--- config.mk ---
export PLATFORM = sky130hd
export DESIGN_NAME = cmpc_config
export DESIGN_NICKNAME = d
export VERILOG_FILES = /design/src/cmpc_pkg.sv /design/src/cmpc_deglitch.sv /design/src/cmpc_config.sv
export SDC_FILE = /design/constraint.sdc
export NUM_CORES = 1
export LEC_CHECK = 0
export ABC_AREA = 1
export BUFFER_PORTS_ARGS = -buffer_cell sky130_fd_sc_hd__buf_2
export CORE_MARGIN = 1.5
export CORE_UTILIZATION = 62
export DETAILED_ROUTE_END_ITERATION = 10
export PLACE_DENSITY = 0.85
export RECOVER_POWER = 25
export REMOVE_ABC_BUFFERS = 1
export SYNTH_ARGS = -nofsm -noshare
export SYNTH_HDL_FRONTEND = slang
export SYNTH_SLANG_ARGS = --single-unit
--- constraint.sdc ---
create_clock -name core_clk -period 3.9 [get_ports core_clk]
set_input_delay 0.195 -clock core_clk [delete_from_list [all_inputs] [get_ports core_clk]]
set_output_delay 0.195 -clock core_clk [all_outputs]
set_load 0.01 [all_outputs]
--- src/cmpc_pkg.sv ---
// ==========================================================
// converter mode and multipurpose pin configuration constants
package cmpc_pkg;

  // ==========================================================
  // register map
  localparam logic [7:0] CMPC_REG_OFFSET = 8'h0d;
  localparam logic [15:0] CMPC_REG_RESET = 16'h9000;
  localparam int CMPC_CFG_LSB = 9; // lowest stored bit
  localparam logic [8:0] CMPC_LOW_BITS_ZERO = 9'h000;
  localparam logic [15:0] CMPC_RDATA_ZERO = 16'h0000;

  // multipurpose pin function codes
  localparam logic [1:0] CMPC_FN_RSVD = 2'h0;
  localparam logic [1:0] CMPC_FN_EN = 2'h1;
  localparam logic [1:0] CMPC_FN_THERM = 2'h2;
  localparam logic [1:0] CMPC_FN_BATT = 2'h3;

  // converter type select codes and their register targets
  localparam logic [2:0] CMPC_CONV_MAP02 = 3'h0;
  localparam logic [2:0] CMPC_CONV_MAP04 = 3'h2;
  localparam logic [7:0] CMPC_MAP02_REG = 8'h02;
  localparam logic [7:0] CMPC_MAP04_REG = 8'h04;
  localparam logic [2:0] CMPC_MAP02_MODE_BIT = 3'h2;
  localparam logic [2:0] CMPC_MAP02_DITH_BIT = 3'h4;
  localparam logic [2:0] CMPC_MAP04_MODE_BIT = 3'h4;

  // ==========================================================
  // timing
  localparam int CMPC_CLK_HZ = 20_000_000;
  localparam int CMPC_CLK_MHZ = 20;
  localparam int CMPC_DEGLITCH_NS = 20_000;
  localparam int CMPC_DEGLITCH_CYCLES = (CMPC_DEGLITCH_NS * CMPC_CLK_MHZ + 999) / 1000;
  localparam int CMPC_UVLO_DELAY_S = 5;
  localparam int CMPC_UVLO_CYCLES = CMPC_UVLO_DELAY_S * CMPC_CLK_HZ;
  localparam int CMPC_SEC_CYCLES = CMPC_CLK_HZ;
  localparam int CMPC_SEC_PER_MIN = 60;
  localparam int CMPC_DLY1_MIN = 10;
  localparam int CMPC_DLY2_MIN = 22;
  localparam int CMPC_DLY3_MIN = 40;
  localparam int CMPC_DLY4_MIN = 80;
  localparam int CMPC_DLY5_MIN = 120;

  // ==========================================================
  // types
  typedef struct packed {
    logic switching_mode_select;
    logic dither_enable;
    logic [2:0] shutdown_delay;
    logic [1:0] multipurpose_pin_function;
  } cmpc_cfg_t;

  typedef struct packed {
    logic [7:0] reg_addr;
    logic [2:0] bit_idx;
    logic bit_val;
  } cmpc_i2c_cmd_t;

  typedef enum logic [1:0] {
    CMPC_EN_RUN = 2'h0,
    CMPC_EN_WAIT = 2'h1,
    CMPC_EN_OFF = 2'h3
  } cmpc_en_state_t;

  typedef enum logic {
    CMPC_LNK_IDLE = 1'h0,
    CMPC_LNK_BUSY = 1'h1
  } cmpc_lnk_state_t;

  localparam cmpc_cfg_t CMPC_CFG_RESET = CMPC_REG_RESET[15:CMPC_CFG_LSB];

  // shutdown delay code to seconds, undefined codes mean no delay
  function automatic logic [12:0] cmpc_delay_sec(input logic [2:0] code);
    logic [12:0] s;
    s = 13'h0000;
    case (code)
      3'h1: s = 13'(CMPC_DLY1_MIN * CMPC_SEC_PER_MIN);
      3'h2: s = 13'(CMPC_DLY2_MIN * CMPC_SEC_PER_MIN);
      3'h3: s = 13'(CMPC_DLY3_MIN * CMPC_SEC_PER_MIN);
      3'h4: s = 13'(CMPC_DLY4_MIN * CMPC_SEC_PER_MIN);
      3'h5: s = 13'(CMPC_DLY5_MIN * CMPC_SEC_PER_MIN);
      default: s = 13'h0000;
    endcase
    return s;
  endfunction : cmpc_delay_sec

endpackage : cmpc_pkg

--- src/cmpc_deglitch.sv ---
`timescale 1ns/1ns
// ==========================================================
// two-flop synchroniser followed by a stability filter
module cmpc_deglitch
  import cmpc_pkg::*;
#(
  parameter int STABLE_CYCLES = CMPC_DEGLITCH_CYCLES
) (
  // clock and reset
  input wire logic core_clk,
  input wire logic rst_n,
  // asynchronous level in, filtered level out
  input wire logic async_in,
  output logic filt_ff
);

  localparam int CW = $clog2(STABLE_CYCLES + 1);

  // refuse a filter length the counter cannot serve
  if (STABLE_CYCLES < 1) begin : g_bad_len
    $error("cmpc_deglitch: STABLE_CYCLES must be at least 1");
  end

  logic meta_ff;
  logic sync_ff;
  logic [CW-1:0] cnt_ff;
  logic [CW-1:0] nxt_cnt;
  logic nxt_filt;
  wire logic differs = sync_ff ^ filt_ff;
  wire logic done = (cnt_ff == CW'(STABLE_CYCLES - 1));

  // count while the level differs, accept once it held long enough
  assign nxt_cnt = (differs && !done) ? cnt_ff + 1'b1 : '0;
  assign nxt_filt = (differs && done) ? sync_ff : filt_ff;

  // synchroniser and filter state
  always_ff @(posedge core_clk) begin
    if (!rst_n) begin
      meta_ff <= 1'b0;
      sync_ff <= 1'b0;
      cnt_ff <= '0;
      filt_ff <= 1'b0;
    end else begin
      meta_ff <= async_in;
      sync_ff <= meta_ff;
      cnt_ff <= nxt_cnt;
      filt_ff <= nxt_filt;
    end
  end
endmodule : cmpc_deglitch

--- src/cmpc_config.sv ---
`timescale 1ns/1ns
// How it works
// - mode bit 15 resets to forced PWM; zero asks for pulse-frequency mode.
// - with the 0x04-map converter, mode goes to its register 0x04 bit 4.
// - with the 0x02-map converter, mode goes to its register 0x02 bit 2.
// - dither bit 14 resets off; 0x02-map converter gets it in 0x02 bit 4.
// - other converter types never receive a dither write.
// - shutdown delay bits 13:11 reset to 010b, used only in enable mode.
// - delay codes: none, 10, 22, 40, 80, 120 minutes; 110b/111b undefined.
// - pin function bits 10:9 reset to 00b, reserved, pin ignored.
// - code 01b runs while pin high, disables after the delay once low.
// - code 10b routes the pin to the second thermistor monitor.
// - code 11b senses battery; low battery triggers capability resend.
// - comparator changes accepted only after 20 us of stability.
// - comparator ignored until undervoltage lockout clears plus 5 s.
// - converter type 000b targets 0x02 map, 010b targets 0x04 map.
module cmpc_config
  import cmpc_pkg::*;
#(
  parameter int SEC_CYCLES = CMPC_SEC_CYCLES,
  parameter int UVLO_CYCLES = CMPC_UVLO_CYCLES,
  parameter int DEGLITCH_CYCLES = CMPC_DEGLITCH_CYCLES
) (
  // clock and reset
  input wire logic core_clk,
  input wire logic rst_n,
  // register port from the slave interface
  input wire logic reg_wr_en,
  input wire logic [7:0] reg_addr,
  input wire logic [15:0] reg_wdata,
  output logic [15:0] reg_rdata_ff,
  // converter type select from the device configuration
  input wire logic [2:0] conv_type,
  // converter write requests to the master engine
  output logic i2c_wr_req_ff,
  output cmpc_i2c_cmd_t i2c_cmd_ff,
  input wire logic i2c_wr_done,
  // pins and supply status
  input wire logic mp_pin_in,
  input wire logic batt_cmp_low_in,
  input wire logic vcc_uvlo_ok,
  // block status
  output logic device_active_ff,
  output logic thermistor2_sel_ff,
  output logic batt_low_ff,
  output logic src_cap_resend_ff
);

  localparam int PW = $clog2(SEC_CYCLES + 1);
  localparam int UW = $clog2(UVLO_CYCLES + 1);

  // refuse timing counts the counters cannot serve
  if (SEC_CYCLES < 1 || UVLO_CYCLES < 1 || DEGLITCH_CYCLES < 1) begin : g_bad_timing
    $error("cmpc_config: timing counts must be at least 1");
  end

  // ==========================================================
  // configuration register
  cmpc_cfg_t cfg_ff;
  cmpc_cfg_t wr_cfg;
  wire logic reg_hit = (reg_addr == CMPC_REG_OFFSET);
  wire logic reg_wr = reg_wr_en && reg_hit;
  assign wr_cfg = reg_wdata[15:CMPC_CFG_LSB];
  wire logic mode_set = reg_wr && (wr_cfg.switching_mode_select != cfg_ff.switching_mode_select);
  wire logic dith_set = reg_wr && (wr_cfg.dither_enable != cfg_ff.dither_enable);
  wire logic [15:0] rd_word = reg_hit ? {cfg_ff, CMPC_LOW_BITS_ZERO} : CMPC_RDATA_ZERO;

  // register storage and registered read data
  always_ff @(posedge core_clk) begin
    if (!rst_n) begin
      cfg_ff <= CMPC_CFG_RESET;
      reg_rdata_ff <= CMPC_RDATA_ZERO;
    end else begin
      if (reg_wr) begin
        cfg_ff <= wr_cfg;
      end
      reg_rdata_ff <= rd_word;
    end
  end

  // ==========================================================
  // converter write sequencing
  cmpc_lnk_state_t lnk_ff;
  cmpc_lnk_state_t nxt_lnk;
  cmpc_i2c_cmd_t mode_cmd;
  cmpc_i2c_cmd_t dith_cmd;
  logic mode_pend_ff;
  logic dith_pend_ff;
  wire logic is_map02 = (conv_type == CMPC_CONV_MAP02);
  wire logic is_map04 = (conv_type == CMPC_CONV_MAP04);
  wire logic idle = (lnk_ff == CMPC_LNK_IDLE);
  wire logic mode_go = idle && mode_pend_ff && (is_map02 || is_map04);
  wire logic dith_go = idle && dith_pend_ff && !mode_pend_ff && is_map02;
  wire logic launch = mode_go || dith_go;
  wire logic mode_clr = idle && mode_pend_ff;
  wire logic dith_clr = idle && dith_pend_ff && !(is_map02 && mode_pend_ff);

  // mode target by register map
  assign mode_cmd.reg_addr = is_map04 ? CMPC_MAP04_REG : CMPC_MAP02_REG;
  assign mode_cmd.bit_idx = is_map04 ? CMPC_MAP04_MODE_BIT : CMPC_MAP02_MODE_BIT;
  assign mode_cmd.bit_val = cfg_ff.switching_mode_select;
  assign dith_cmd.reg_addr = CMPC_MAP02_REG;
  assign dith_cmd.bit_idx = CMPC_MAP02_DITH_BIT;
  assign dith_cmd.bit_val = cfg_ff.dither_enable;

  assign nxt_lnk = idle ? (launch ? CMPC_LNK_BUSY : CMPC_LNK_IDLE)
                        : (i2c_wr_done ? CMPC_LNK_IDLE : CMPC_LNK_BUSY);

  // pending flags: a new change wins over the clear
  always_ff @(posedge core_clk) begin
    if (!rst_n) begin
      mode_pend_ff <= 1'b0;
      dith_pend_ff <= 1'b0;
      lnk_ff <= CMPC_LNK_IDLE;
      i2c_wr_req_ff <= 1'b0;
      i2c_cmd_ff <= '0;
    end else begin
      mode_pend_ff <= mode_set || (mode_pend_ff && !mode_clr);
      dith_pend_ff <= dith_set || (dith_pend_ff && !dith_clr);
      lnk_ff <= nxt_lnk;
      i2c_wr_req_ff <= (nxt_lnk == CMPC_LNK_BUSY);
      if (launch) begin
        i2c_cmd_ff <= mode_go ? mode_cmd : dith_cmd;
      end
    end
  end

  // ==========================================================
  // multipurpose pin: enable with shutdown delay
  cmpc_en_state_t en_ff;
  cmpc_en_state_t nxt_en;
  logic en_pin;
  logic [PW-1:0] presc_ff;
  logic [12:0] sec_ff;
  wire logic fn_en = (cfg_ff.multipurpose_pin_function == CMPC_FN_EN);
  wire logic [12:0] dly_sec = cmpc_delay_sec(cfg_ff.shutdown_delay);
  wire logic sec_tick = (presc_ff == PW'(SEC_CYCLES - 1));
  wire logic dly_done = sec_tick && (sec_ff == dly_sec - 13'h0001);
  wire logic waiting = (en_ff == CMPC_EN_WAIT);
  wire logic [PW-1:0] nxt_presc = (waiting && !sec_tick) ? presc_ff + 1'b1 : '0;
  wire logic [12:0] nxt_sec = waiting ? (sec_tick ? sec_ff + 13'h0001 : sec_ff) : 13'h0000;

  cmpc_deglitch #(
    .STABLE_CYCLES(1)
  ) u_en_sync (
    .core_clk(core_clk),
    .rst_n(rst_n),
    .async_in(mp_pin_in),
    .filt_ff(en_pin)
  );

  // enable state: run, counting toward off, off
  always_comb begin
    nxt_en = en_ff;
    case (en_ff)
      CMPC_EN_RUN: begin
        if (fn_en && !en_pin) begin
          nxt_en = (dly_sec == 13'h0000) ? CMPC_EN_OFF : CMPC_EN_WAIT;
        end
      end
      CMPC_EN_WAIT: begin
        if (!fn_en || en_pin) begin
          nxt_en = CMPC_EN_RUN;
        end else if (dly_done) begin
          nxt_en = CMPC_EN_OFF;
        end
      end
      CMPC_EN_OFF: begin
        if (!fn_en || en_pin) begin
          nxt_en = CMPC_EN_RUN;
        end
      end
      default: nxt_en = CMPC_EN_RUN;
    endcase
  end

  // enable timers and active output
  always_ff @(posedge core_clk) begin
    if (!rst_n) begin
      en_ff <= CMPC_EN_RUN;
      presc_ff <= '0;
      sec_ff <= 13'h0000;
      device_active_ff <= 1'b1;
    end else begin
      en_ff <= nxt_en;
      presc_ff <= nxt_presc;
      sec_ff <= nxt_sec;
      device_active_ff <= (nxt_en != CMPC_EN_OFF);
    end
  end

  // ==========================================================
  // thermistor routing and battery sensing
  logic batt_filt;
  logic [UW-1:0] uvlo_ff;
  logic uvlo_done_ff;
  wire logic uvlo_end = (uvlo_ff == UW'(UVLO_CYCLES - 1));
  wire logic [UW-1:0] nxt_uvlo = (vcc_uvlo_ok && !uvlo_done_ff && !uvlo_end) ? uvlo_ff + 1'b1
                                                                            : '0;
  wire logic nxt_uvlo_done = vcc_uvlo_ok && (uvlo_done_ff || uvlo_end);
  wire logic fn_batt = (cfg_ff.multipurpose_pin_function == CMPC_FN_BATT);
  wire logic nxt_batt_low = uvlo_done_ff && fn_batt && batt_filt;

  cmpc_deglitch #(
    .STABLE_CYCLES(DEGLITCH_CYCLES)
  ) u_batt_filt (
    .core_clk(core_clk),
    .rst_n(rst_n),
    .async_in(batt_cmp_low_in),
    .filt_ff(batt_filt)
  );

  // supply delay, battery state and resend pulse
  always_ff @(posedge core_clk) begin
    if (!rst_n) begin
      uvlo_ff <= '0;
      uvlo_done_ff <= 1'b0;
      batt_low_ff <= 1'b0;
      src_cap_resend_ff <= 1'b0;
      thermistor2_sel_ff <= 1'b0;
    end else begin
      uvlo_ff <= nxt_uvlo;
      uvlo_done_ff <= nxt_uvlo_done;
      batt_low_ff <= nxt_batt_low;
      src_cap_resend_ff <= nxt_batt_low && !batt_low_ff;
      thermistor2_sel_ff <= (cfg_ff.multipurpose_pin_function == CMPC_FN_THERM);
    end
  end
endmodule : cmpc_config

After elaboration in Yosys (flattened, before gate mapping)
Index checks and enable logic that the tools add are counted.
- bitwise logic cells: 4
- multiplexer cells: 13
- add/sub/neg operators: 6
- equality and inequality tests: 19
- reductions and logical operators: 51
- shifts and indexed selects: 0
- order comparisons: 0
- multiply operators: 0
- div/mod/pow operators: 0
- operators with widths (cell ; count):
    $pmux 13 s5 ; 1
    $add 27x1->27 const B ; 1
    $eq 27x27->1 const B ; 1
    $add 25x1->25 const B ; 1
    $eq 25x25->1 const B ; 1
    $logic_and 1x1->1 ; 25
    $add 13x1->13 const B ; 1
    $eq 13x13->1 ; 1
    $logic_not 13->1 ; 1
    $sub 13x1->13 const B ; 1
    $reduce_and 2->1 ; 6
    $logic_not 1->1 ; 11
    $mux 2 ; 5
    $add 9x1->9 const B ; 1
    $eq 3x2->1 const B ; 3
    $eq 9x9->1 const B ; 1
    $eq 8x4->1 const B ; 1
    $mux 7 ; 1
    $eq 2x2->1 const B ; 3
    $eq 3x3->1 const B ; 2
    $logic_or 1x1->1 ; 6
    $mux 3 ; 2
    $pmux 2 s3 ; 1
    $eq 2x1->1 const B ; 2
    other kinds (9) ; 14
- bits in writable memories: 0
- memory bits (read-only): 0
- output and inout port bits: 33
- input bits: 34
- memories kept: 0
- bits in latches: 0
- logic and storage cells: 122
- register bits after elaboration: 126

Logic depth before layout (Yosys ltp)
Gate-level depths: netlist of run 1.
- word-level depth: 9
- depth in mapped cells: 17
- depth with buffers taken out: 17

By module
A second synthesis of run 1 with hierarchy kept.
- cells, all modules: 727
- area total of the unflattened synthesis: 5407.7 um^2
- by module, submodules not included (module ; times used ; area an instance (um^2) ; cells each ; sequential area each (um^2)):
    cmpc_config ; 1 ; 4738.3 ; 640 ; 1881.8
    cmpc_deglitch at u_batt_filt ; 1 ; 549.3 ; 73 ; 240.2
    cmpc_deglitch at u_en_sync ; 1 ; 120.1 ; 14 ; 80.1

Worst setup path before layout of run 1
Ideal clock, no wire load.
- path type: register -> register
- from: register presc_ff[0]
- to: register sec_ff[11]
- library setup time: 0.120 ns
- data required time: 3.780 ns
- stages on the path, launching flop included: 11
- arrival time: 1.642 ns
- buffers on the path: 0
- slack: 2.137 ns
- period minus slack after synthesis: 1.763 ns
- path through: dfxtp_1 -> ha_1 -> nand2_1 -> nor3_4 -> nand3_1 -> inv_2 -> nand3_1 -> nor3_2 -> nand2_1 -> o21ai_1 -> a21oi_1
- longest elaborated chain between the ends: 1
- ends and longest elaborated chain (what ; line ; text):
    from (decl) ; cmpc_config.sv:133 ; logic [PW-1:0] presc_ff;
    from (signal assigned) ; cmpc_config.sv:186 ; presc_ff <= nxt_presc;
    $eq 25x25->1 ; cmpc_config.sv:137 ; wire logic sec_tick = (presc_ff == PW'(SEC_CYCLES - 1));
    to (signal assigned) ; cmpc_config.sv:187 ; sec_ff <= nxt_sec;
    to (decl) ; cmpc_config.sv:134 ; logic [12:0] sec_ff;
No other way between the ends.
A chain may end at the register's enable or synchronous reset.

Final worst setup path of run 1
- from: register uvlo_ff[0]
- to: register uvlo_ff[8]
- longest elaborated chain between the ends: 4
- elaborated cells between the ends (all ways): 5
- those cells by class: 1 x add/sub; 1 x eq/ne; 3 x reduce/logical
- ends and longest elaborated chain (what ; line ; text):
    from (decl) ; cmpc_config.sv:195 ; logic [UW-1:0] uvlo_ff;
    from (signal assigned) ; cmpc_config.sv:222 ; uvlo_ff <= nxt_uvlo;
    branches (longest 4 deep; another with $add 27x1->27) ; - ;
Parallel ways; which one is timed is not known.

==> results of run 1 <==
cell families (layout without fill, tap and decap cells):
family          Yosys count  in the layout  synth area share
other cells               1             17          0.000713
fa+ha+maj                 7              7            0.0166
flops                   110            110             0.418
compound gates           84             84            0.0922
simple gates            341            341             0.315
buf+inv                 140            174             0.112
xor+xnor                 27             27            0.0449
metrics by stage:
| stage | setup slack, ps | cells |
|---|---|---|
| after floorplan | 1940 | 703 |
| after global placement | 1530 | 849 |
| after detailed placement | 1460 | 849 |
| after CTS | 1330 | 865 |
| after global routing | 1040 | 865 |
| final | 1340 | 865 |
state kept, by name, summed over array words and instances, names as in the netlist, 2 cells and up:
register            flops
uvlo_ff                27
presc_ff               25
sec_ff                 13
u_batt_filt.cnt_ff      9
cfg_ff                  7
reg_rdata_ff            7
i2c_cmd_ff              5
en_ff                   2
worst max-delay path by stage:
stage,depth (start not counted),to,slack [ps]
final,10,uvlo_ff[8],1340
after global routing,10,uvlo_ff[8],1040
after CTS,10,uvlo_ff[8],1330
after detailed placement,10,uvlo_ff[8],1460
after global placement,10,uvlo_ff[24],1530
after floorplan,10,uvlo_ff[18],1940
metal layers:
layer,up-vias,part of all wire,global-route usage
li1,2351,-,-
met1,2126,0.45,0.270
met2,99,0.49,0.440
met3,13,0.040,0.0439
met4,0,0.016,0.0883
met5,-,0,0
final cells by class:
class	instances	area, µm²	share of cell area
Clock buffer	9	124	0.0216
Clock inverter	7	120	0.0210
Inverter	117	439	0.0766
Multi-Input combinational cell	476	2530	0.441
Sequential cell	110	2200	0.384
Tap cell	105	131	0.0229
Timing Repair Buffer	41	184	0.0321
where the power goes:
| group | leakage, nW | internal [mW] | total (mW) | switching (mW) |
|---|---|---|---|---|
| combinational | 1.22 | 0.0135 | 0.0424 | 0.0289 |
| sequential | 0.888 | 1.13 | 1.13 | 0.00248 |
| clock | 0.120 | 0.429 | 0.809 | 0.380 |
| total | 2.23 | 1.57 | 1.98 | 0.411 |
worst min-delay path, stage by stage:
cell and delay, ps:
buf_2 80, nand2_1 40, inv_1 40
layout by cell type (no fill, tap or decap), types with 9 or more instances in the layout:
| master | count |
|---|---|
| nand2_1 | 120 |
| inv_1 | 111 |
| dfxtp_1 | 110 |
| nor2_1 | 81 |
| nand3_1 | 42 |
| a21oi_1 | 40 |
| nor3_1 | 31 |
| buf_2 | 24 |
| xor2_1 | 21 |
| o21ai_0 | 17 |
| conb_1 | 17 |
| clkbuf_1 | 17 |
| nand4_1 | 16 |
| nor3b_1 | 13 |
| nor4_1 | 10 |
| clkbuf_8 | 9 |
==> impl_metrics.py, run 1 <==
metrics = {
    "outcome": {
        "status": "complete, no violations",
    },
    "cells_and_area": {
        "antenna_cells": 0,
        "final_layout_size_suffix_gt1_frac": 0.0987,
        "postLayoutCoreUtil": 0.697,
        "area_growth_pct": 8.89,
        "final_area_mm2": 0.00573,
        "fillers": 632,
        "nets": 796,
    },
    "cts": {
        "cts-htree-levels": 3,
        "hold_buffers": 0,
        "numClockSinks": 110,
        "cts_resized": 0,
        "cts_root_buffer": "clkbuf_8",
        "cts_tree": "yes",
        "cts_setup_buffers": 0,
        "numCtsBuffers": 9,
        "clk_latency_ps": 360,
        "clockBufferDepth": 2,
        "clk_transition_reported_paths_ps": 100,
    },
    "pwr": {
        "power.density_mw_per_mm2": 346,
        "peakVddDrop_uv": 193,
        "p_leak_nw": 2.23,
        "p_total_mw": 1.98,
    },
    "grt": {
        "grt.total_usage": 0.238,
        "grt-ovfl-total": 0,
        "grt_pass1_vias": 4269,
        "grt_pass1_wl_mm": 17.3,
        "antenna_found_initial": 0,
        "grt_max_degree": 27,
    },
    "synthesis": {
        "syn_inst": 710,
        "synth_area_leaders": "dfxtp_1, nand2_1, inv_1",
        "postSynthAreaPerCell_um2": 7.41,
        "post-synth-top-count-cell": "nand2_1",
        "synth-seq-area-share": 0.418,
        "synth_area_mm2": 0.00526,
        "synth_edf_count": 0,
        "synthArstFlopShare": 0,
        "synth_common_cells": "nand2_1, dfxtp_1, inv_1",
        "synth_cell_type_count": 39,
        "post-synth-top-area-cell": "dfxtp_1",
        "ys.warnings.count": 0,
        "ys.flop_type": "dfxtp_1",
        "ys_seq_elements": 110,
        "synth.top_cell.area_share": 0.418,
    },
    "placement": {
        "gp_congestion": 0.852,
        "dpl.hpwl_mm": 7.52,
        "io_buffers": 41,
        "post_dp_cell_area_mm2": 0.00551,
    },
    "worst_setup_path": {
        "startpoint_type": "register",
        "timing.critical_path.cells": "ha_1, nand2_1, inv_1, nand3_1, inv_1, nand2_1, nor3_1, nor2_1, nand3_1, nor3b_1",
        "r2r_slack_ps": 1340,
        "cp_max_fo": 26,
        "worstRegToRegCells": 10,
        "cpPeakStageDelay_ps": 730,
        "cp.arrival_ps": 2820,
        "critPathBufInv": 2,
        "critPathCaptureType": "register",
        "crit_slowest_cell": "nand3_1",
        "crit_type": "register to register",
        "reg2reg_to": "uvlo_ff[8]",
        "critPathRequiredTime_ps": 4160,
        "crit_start": "uvlo_ff[0]",
        "crit_family": "simple AND/OR/NAND/NOR gates",
        "r2r_start": "uvlo_ff[0]",
    },
    "timing": {
        "rsz0062_at_grt": "false",
        "tightest_slew_ps": 1020,
        "final_max_slew_viol_count": 0,
        "fmax_mhz": 391,
        "whs_ps": 13.6,
        "max_slew_margin": 0.317,
        "hold_viol_final": 0,
        "finalCritPeriodShare": 0.656,
        "skew_ps": 7.68,
        "fin_crit_ps": 2560,
        "setup_violations": 0,
        "finalSetupTns_ps": 0,
    },
    "routing": {
        "drt-initial-drc-count": 235,
        "ant_nets": 0,
        "via_count": 4589,
        "drt_pre_antenna_iters": 5,
        "wl_mm": 10.3,
        "wl_per_cell_um": 11.9,
        "viasPerCell": 5.31,
        "drcViolationCount": 0,
    },
    "die": {
        "die-area_mm2": 0.00905,
        "ios": 67,
        "dieHeight_um": 95.1,
        "design.core.area_mm2": 0.00822,
        "rows": 33,
        "initial_core_util": 0.640,
        "dieWidth_um": 95.1,
    },
    "min_path": {
        "hold_depth": 3,
        "hold_end": "u_batt_filt.meta_ff",
        "hp-class": "input port to register",
        "hold_start": "batt_cmp_low_in",
    },
    "run": {
        "maxCapViolCount": 0,
    },
}
(Power assumes the default switching activity.)
==> run 2: changes to the inputs <==
--- a/config.mk
+++ b/config.mk
@@ -8,9 +8,9 @@
 export ABC_AREA = 1
 export BUFFER_PORTS_ARGS = -buffer_cell sky130_fd_sc_hd__buf_2
 export CORE_MARGIN = 1.5
-export CORE_UTILIZATION = 62
+export CORE_UTILIZATION = 52
 export DETAILED_ROUTE_END_ITERATION = 10
-export PLACE_DENSITY = 0.85
+export PLACE_DENSITY = 0.76
 export RECOVER_POWER = 25
 export REMOVE_ABC_BUFFERS = 1
 export SYNTH_ARGS = -nofsm -noshare
==> constraint.sdc (replaced) <==
create_clock -name core_clk -period 2.05 [get_ports core_clk]
set_input_delay 0.1025 -clock core_clk [delete_from_list [all_inputs] [get_ports core_clk]]
set_output_delay 0.1025 -clock core_clk [all_outputs]
set_load 0.01 [all_outputs]
==> impl_metrics.py, run 2 (synthesis gave the netlist of run 1 again) <==
metrics = {
    "outcome": {
        "status": "complete, no violations",
    },
    "cells_and_area": {
        "final_cell_mix": "nand2_1, inv_1, dfxtp_1",
        "nets": 822,
        "antenna_cells": 0,
        "final_layout_size_suffix_gt1_frac": 0.142,
        "fillers": 886,
        "top_register": "uvlo_ff",
        "layout_commonest_cell": "nand2_1",
        "largest_register_ffs": 27,
        "reg_top3": "uvlo_ff (27), presc_ff (25), sec_ff (13)",
        "postLayoutCoreUtil": 0.618,
        "area_growth_pct": 14.9,
    },
    "timing": {
        "setup_violations": 0,
        "final_max_slew_viol_count": 0,
        "finalCritPeriodShare": 0.947,
        "finalSetupTns_ps": 0,
        "max_slew_margin": 0.588,
        "fmax_mhz": 515,
        "tightest_slew_ps": 614,
        "skew_ps": 14.8,
        "whs_ps": 42.9,
        "fin_crit_ps": 1940,
        "hold_viol_final": 0,
        "rsz0062_at_grt": "true",
    },
    "worst_setup_path": {
        "startpoint_type": "input port",
        "cp_max_fo": 2,
        "critPathBufInv": 4,
        "crit_family": "buffers and inverters",
        "critPathRequiredTime_ps": 2370,
        "crit_slowest_cell": "dlygate4sd3_1",
        "timing.critical_path.cells": "dlygate4sd3_1, buf_2, nor4_1, dlygate4sd3_1, nand2_1, dlygate4sd3_1, nor3_1",
        "cp_common_cell": "dlygate4sd3_1",
        "critPathCaptureType": "register",
        "crit_type": "input port to register",
        "cp.arrival_ps": 2260,
        "cpPeakStageDelay_ps": 590,
    },
    "placement": {
        "io_buffers": 41,
        "gp_congestion": 0.822,
        "dpl.hpwl_mm": 7.72,
    },
    "routing": {
        "wl_per_cell_um": 11.6,
        "wl_mm": 10.6,
        "drcViolationCount": 0,
        "drt_pre_antenna_iters": 4,
        "viasPerCell": 5.05,
        "via_count": 4642,
        "ant_nets": 0,
        "drt-initial-drc-count": 213,
    },
    "die": {
        "dieWidth_um": 104,
        "rows": 36,
        "die-area_mm2": 0.0107,
        "design.core.area_mm2": 0.00977,
        "ios": 67,
        "dieHeight_um": 104,
        "initial_core_util": 0.538,
    },
    "pwr": {
        "peakVddDrop_uv": 345,
        "pwr-share-clk": 0.381,
        "power_switching_mw": 0.859,
        "p_int_mw": 2.78,
        "pwr-share-comb": 0.029,
        "power.density_mw_per_mm2": 602,
        "seqPwrFrac": 0.590,
        "p_sw_frac": 0.236,
        "p_total_mw": 3.64,
        "p_leak_nw": 2.35,
    },
    "cts": {
        "cts_root_buffer": "clkbuf_8",
        "clk_latency_ps": 390,
        "clockBufferDepth": 2,
        "numCtsBuffers": 9,
        "numClockSinks": 110,
        "clk_transition_reported_paths_ps": 110,
        "cts_tree": "yes",
        "cts-htree-levels": 3,
    },
    "run": {
        "maxCapViolCount": 0,
    },
    "min_path": {
        "hp-class": "input port to register",
    },
    "grt": {
        "antenna_found_initial": 0,
        "grt.total_usage": 0.201,
        "grt_pass1_vias": 4339,
        "grt_pass1_wl_mm": 18.1,
        "grt_max_degree": 27,
        "grt-ovfl-total": 0,
    },
}
## run 2: cell types whose count changed in the layout (fill, tap and decap cells not counted), sizes merged
cell         change
dlygate4sd3     +14
buf             +11
bufinv           -2
inv              +2
clkbuf           +1
## run 2: routing by layer
metal  track usage  wire [µm]  vias to the layer above
met2         0.368       5290                       94
met3        0.0390        427                       13
li1              -          -                     2408
met5             0          0                        -
met1         0.232       4780                     2127
met4        0.0744        149                        0
## run 2: worst paths after layout
path	startpoint	end	slack [ps]	cells after the start
max	reg_addr[6]	reg_rdata_ff[9]	110	7
min reg2reg	u_batt_filt.meta_ff	u_batt_filt.sync_ff	420	2
max reg2reg	uvlo_ff[0]	uvlo_ff[26]	140	12
min	conv_type[1]	i2c_cmd_ff[6]	40	3
## run 2: cell type report
class,count,area (µm²),share of cell area
Timing Repair Buffer,67,425,0.0704
Inverter,117,439,0.0727
Clock inverter,7,88.8,0.0147
Clock buffer,9,124,0.0205
Tap cell,133,166,0.0275
Sequential cell,110,2220,0.367
Multi-Input combinational cell,476,2580,0.427
## run 2: power groups by stage
stage          clock network [mW]  registers [mW]  logic, mW
6_report                     1.39            2.15      0.107
5_1_grt                      1.50            2.15      0.118
2_1_floorplan                   0            2.20     0.0413
4_1_cts                      1.42            2.15      0.107
3_3_place_gp                    0            2.20     0.0858
3_5_place_dp                    0            2.20     0.0879
## run 2: worst register-to-register path, stage by stage (launching register included)
cell and delay, ps:
dfxtp_2 360, ha_1 170, nand2_1 70, inv_2 70
nand3_2 80, inv_2 80, nand3_1 120, nor2_2 190
nand3_2 140, inv_1 120, nand4_2 120, o21ai_0 150
nor3b_2 180
## run 2: stage by stage
step / std cells / cell area [µm²] / setup slack, ps
after floorplan: 703 / 5170 / 92.4
after global placement: 887 / 5630 / 91.2
after detailed placement: 887 / 5630 / 27.4
after CTS: 917 / 5980 / 6.07
after global routing: 919 / 6040 / -23.0
final: 919 / 6040 / 109
## run 2: what timing repair did
action / CTS / global route
resized for setup: 0 / 29
endpoints found under the hold margin: 13 / 0
hold buffers: 14 / 0
endpoints found under the setup margin: 0 / 52
buffers inserted: 0 / 2
==> run 3: changes to the inputs <==
--- a/config.mk
+++ b/config.mk
@@ -5,7 +5,6 @@
 export SDC_FILE = /design/constraint.sdc
 export NUM_CORES = 1
 export LEC_CHECK = 0
-export ABC_AREA = 1
 export BUFFER_PORTS_ARGS = -buffer_cell sky130_fd_sc_hd__buf_2
 export CORE_MARGIN = 1.5
 export CORE_UTILIZATION = 52
==> impl_metrics.py, run 3 <==
metrics = {
    "outcome": {
        "status": "complete, no violations",
    },
    "placement": {
        "dpl.hpwl_mm": 6.53,
        "io_buffers": 41,
        "gp_congestion": 0.810,
        "dp_slack_ps": 27.0,
        "post_dp_cell_area_mm2": 0.00538,
    },
    "routing": {
        "wl_per_cell_um": 12.3,
        "ant_nets": 0,
        "drcViolationCount": 0,
        "wl_mm": 9.42,
        "dr_wl_met3_um": 360,
        "drt-initial-drc-count": 127,
        "wl_met1_mm": 4.30,
        "dr_wl_met2_mm": 4.61,
        "routed.top_layer": "met4",
        "via_count": 3866,
        "drt_pre_antenna_iters": 4,
        "viasPerCell": 5.04,
    },
    "synthesis": {
        "ys_seq_elements": 110,
        "synth-seq-area-share": 0.438,
        "synth_common_cells": "dfxtp_1, nor2_1, nand2_1",
        "synthArstFlopShare": 0,
        "postSynthAreaPerCell_um2": 8.85,
        "synth_area_mm2": 0.00502,
        "ys.warnings.count": 0,
        "synth_cell_type_count": 58,
        "synth_area_leaders": "dfxtp_1, xor2_1, nor2_1",
        "post-synth-top-count-cell": "dfxtp_1",
        "syn_inst": 568,
        "ys.flop_type": "dfxtp_1",
        "synth.top_cell.area_share": 0.438,
        "synth_edf_count": 0,
        "post-synth-top-area-cell": "dfxtp_1",
    },
    "die": {
        "initial_core_util": 0.541,
        "dieHeight_um": 101,
        "design.core.area_mm2": 0.00928,
        "die-area_mm2": 0.0103,
        "dieWidth_um": 101,
        "rows": 35,
        "ios": 67,
    },
    "pwr": {
        "p_leak_nw": 2.11,
        "seqPwrFrac": 0.620,
        "peakVddDrop_uv": 409,
        "pwr-share-comb": 0.029,
        "power.density_mw_per_mm2": 604,
        "p_int_mw": 2.66,
        "power_switching_mw": 0.807,
        "p_sw_frac": 0.233,
        "p_total_mw": 3.46,
        "pwr-share-clk": 0.351,
    },
    "grt": {
        "grt_pass1_vias": 3692,
        "grt-ovfl-total": 0,
        "grt_max_degree": 33,
        "antenna_found_initial": 0,
        "grt.total_usage": 0.193,
        "grt_pass1_wl_mm": 15.9,
    },
    "worst_setup_path": {
        "worstRegToRegCells": 8,
        "cpPeakStageDelay_ps": 440,
        "critPathRequiredTime_ps": 2330,
        "cp.arrival_ps": 2260,
        "timing.critical_path.cells": "inv_1, ha_1, or3b_2, a21oi_1, a211oi_1, xor2_1, nand2_1, o31a_1",
        "critPathCaptureType": "register",
        "crit_type": "register to register",
        "r2r_slack_ps": 70,
        "cp_max_fo": 3,
        "startpoint_type": "register",
        "reg2reg_to": "device_active_ff",
        "r2r_start": "cfg_ff[3]",
        "crit_slowest_cell": "or3b_2",
    },
    "cts": {
        "cts-htree-levels": 3,
        "cts_root_buffer": "clkbuf_8",
        "numCtsBuffers": 9,
        "clk_latency_ps": 380,
        "clockBufferDepth": 2,
        "clk_transition_reported_paths_ps": 110,
        "cts_tree": "yes",
        "numClockSinks": 110,
    },
    "cells_and_area": {
        "antenna_cells": 0,
        "layout_commonest_cell": "dfxtp_1",
        "area_growth_pct": 14.1,
        "largest_register_ffs": 27,
        "reg_top3": "uvlo_ff (27), presc_ff (25), sec_ff (13)",
        "nets": 674,
        "top_register": "uvlo_ff",
        "final_cell_mix": "dfxtp_1, nor2_1, nand2_1",
        "final_layout_size_suffix_gt1_frac": 0.114,
        "postLayoutCoreUtil": 0.618,
        "final_area_mm2": 0.00573,
    },
    "min_path": {
        "hp-class": "input port to register",
        "hold_start": "conv_type[1]",
        "hold_end": "i2c_cmd_ff[6]",
        "hold_depth": 3,
    },
    "timing": {
        "fin_crit_ps": 1980,
        "final_max_slew_viol_count": 0,
        "finalCritPeriodShare": 0.968,
        "rsz0062_at_grt": "true",
        "max_slew_margin": 0.657,
        "setup_violations": 0,
        "fmax_mhz": 504,
        "tightest_slew_ps": 510,
        "skew_ps": 15.5,
        "setup_slack_ps": 65.5,
        "hold_viol_final": 0,
    },
    "run": {
        "maxCapViolCount": 0,
    },
}
==> run 3: cell count changes after synthesis, moves of 10 or more <==
cell / before / now
inv_1: 110 / 10
nand2_1: 120 / 49
a21oi_1: 40 / 9
xnor2_1: 6 / 34
xor2_1: 21 / 44
nor3_1: 31 / 12
and3_1: 0 / 16
nand3_1: 42 / 27
nor2b_1: 0 / 11
nor3b_1: 13 / 2
and2_1: 0 / 10
mux2i_1: 0 / 10
o21ai_0: 17 / 7
==> run 3: worst max path at each step <==
stage / start / endpoint / slack, ps
2_1_floorplan: cfg_ff[3] / device_active_ff / -380
3_3_place_gp: cfg_ff[3] / device_active_ff / 90
3_5_place_dp: cfg_ff[3] / device_active_ff / 30
4_1_cts: cfg_ff[3] / device_active_ff / 20
5_1_grt: cfg_ff[3] / device_active_ff / -30
6_report: cfg_ff[3] / device_active_ff / 70
==> run 3: power by group through the flow <==
stage	combinational, mW	sequential, mW	clock (mW)
detailed placement	0.0774	2.20	0
floorplan	0.0365	2.20	0
global route	0.110	2.15	1.35
finish	0.0995	2.15	1.22
global placement	0.0760	2.20	0
CTS	0.0983	2.15	1.27
==> run 3: critical path, delay by kind of cell, from the launching register on <==
kind | cells | cell delay [ps]
adders and majority gates | 1 | 310
xor gates and xnor gates | 1 | 150
DFF | 1 | 360
buffers and inverters | 1 | 60
AOI/OAI and AO/OA | 3 | 490
and+or+nand+nor | 2 | 520
==> run 3: layout make-up <==
cell class                      instances  area (µm²)
Fill cell                             804        3550
Clock inverter                          6        55.1
Timing Repair Buffer                   71         458
Tap cell                              129         161
Inverter                               11        41.3
Clock buffer                           10         128
Sequential cell                       110        2210
Multi-Input combinational cell        430        2690
==> run 3: kinds of logic (layout without fill, tap and decap cells) <==
kind of cell,Yosys count,after routing,synth area share
simple gates,274,274,0.281
fa+ha+maj,7,7,0.0174
xor+xnor,78,78,0.136
compound gates,44,44,0.0598
other cells,1,17,0.000746
buf+inv,44,98,0.0466
flops,110,110,0.438
mux,10,10,0.0199
==> run 3: repair_timing <==
action                                  CTS  global route
hold endpoints to repair                 12             0
resized for setup                         0            13
endpoints found under the setup margin    0             7
setup buffers                             0             0
hold buffers                             15             0
==> run 3: routing by layer <==
metal	up-vias	track usage
li1	2019	-
met2	72	0.345
met1	1762	0.225
met5	-	0
met3	13	0.0497
met4	0	0.0662
==> run 3: stage by stage <==
stage          hold WS [ps]  TNS [ps]  instances
6_report               20.4         0        767
3_5_place_dp            320         0        736
4_1_cts                9.12         0        767
3_3_place_gp            312         0        736
2_1_floorplan           164      -668        551
5_1_grt                37.6     -32.5        767
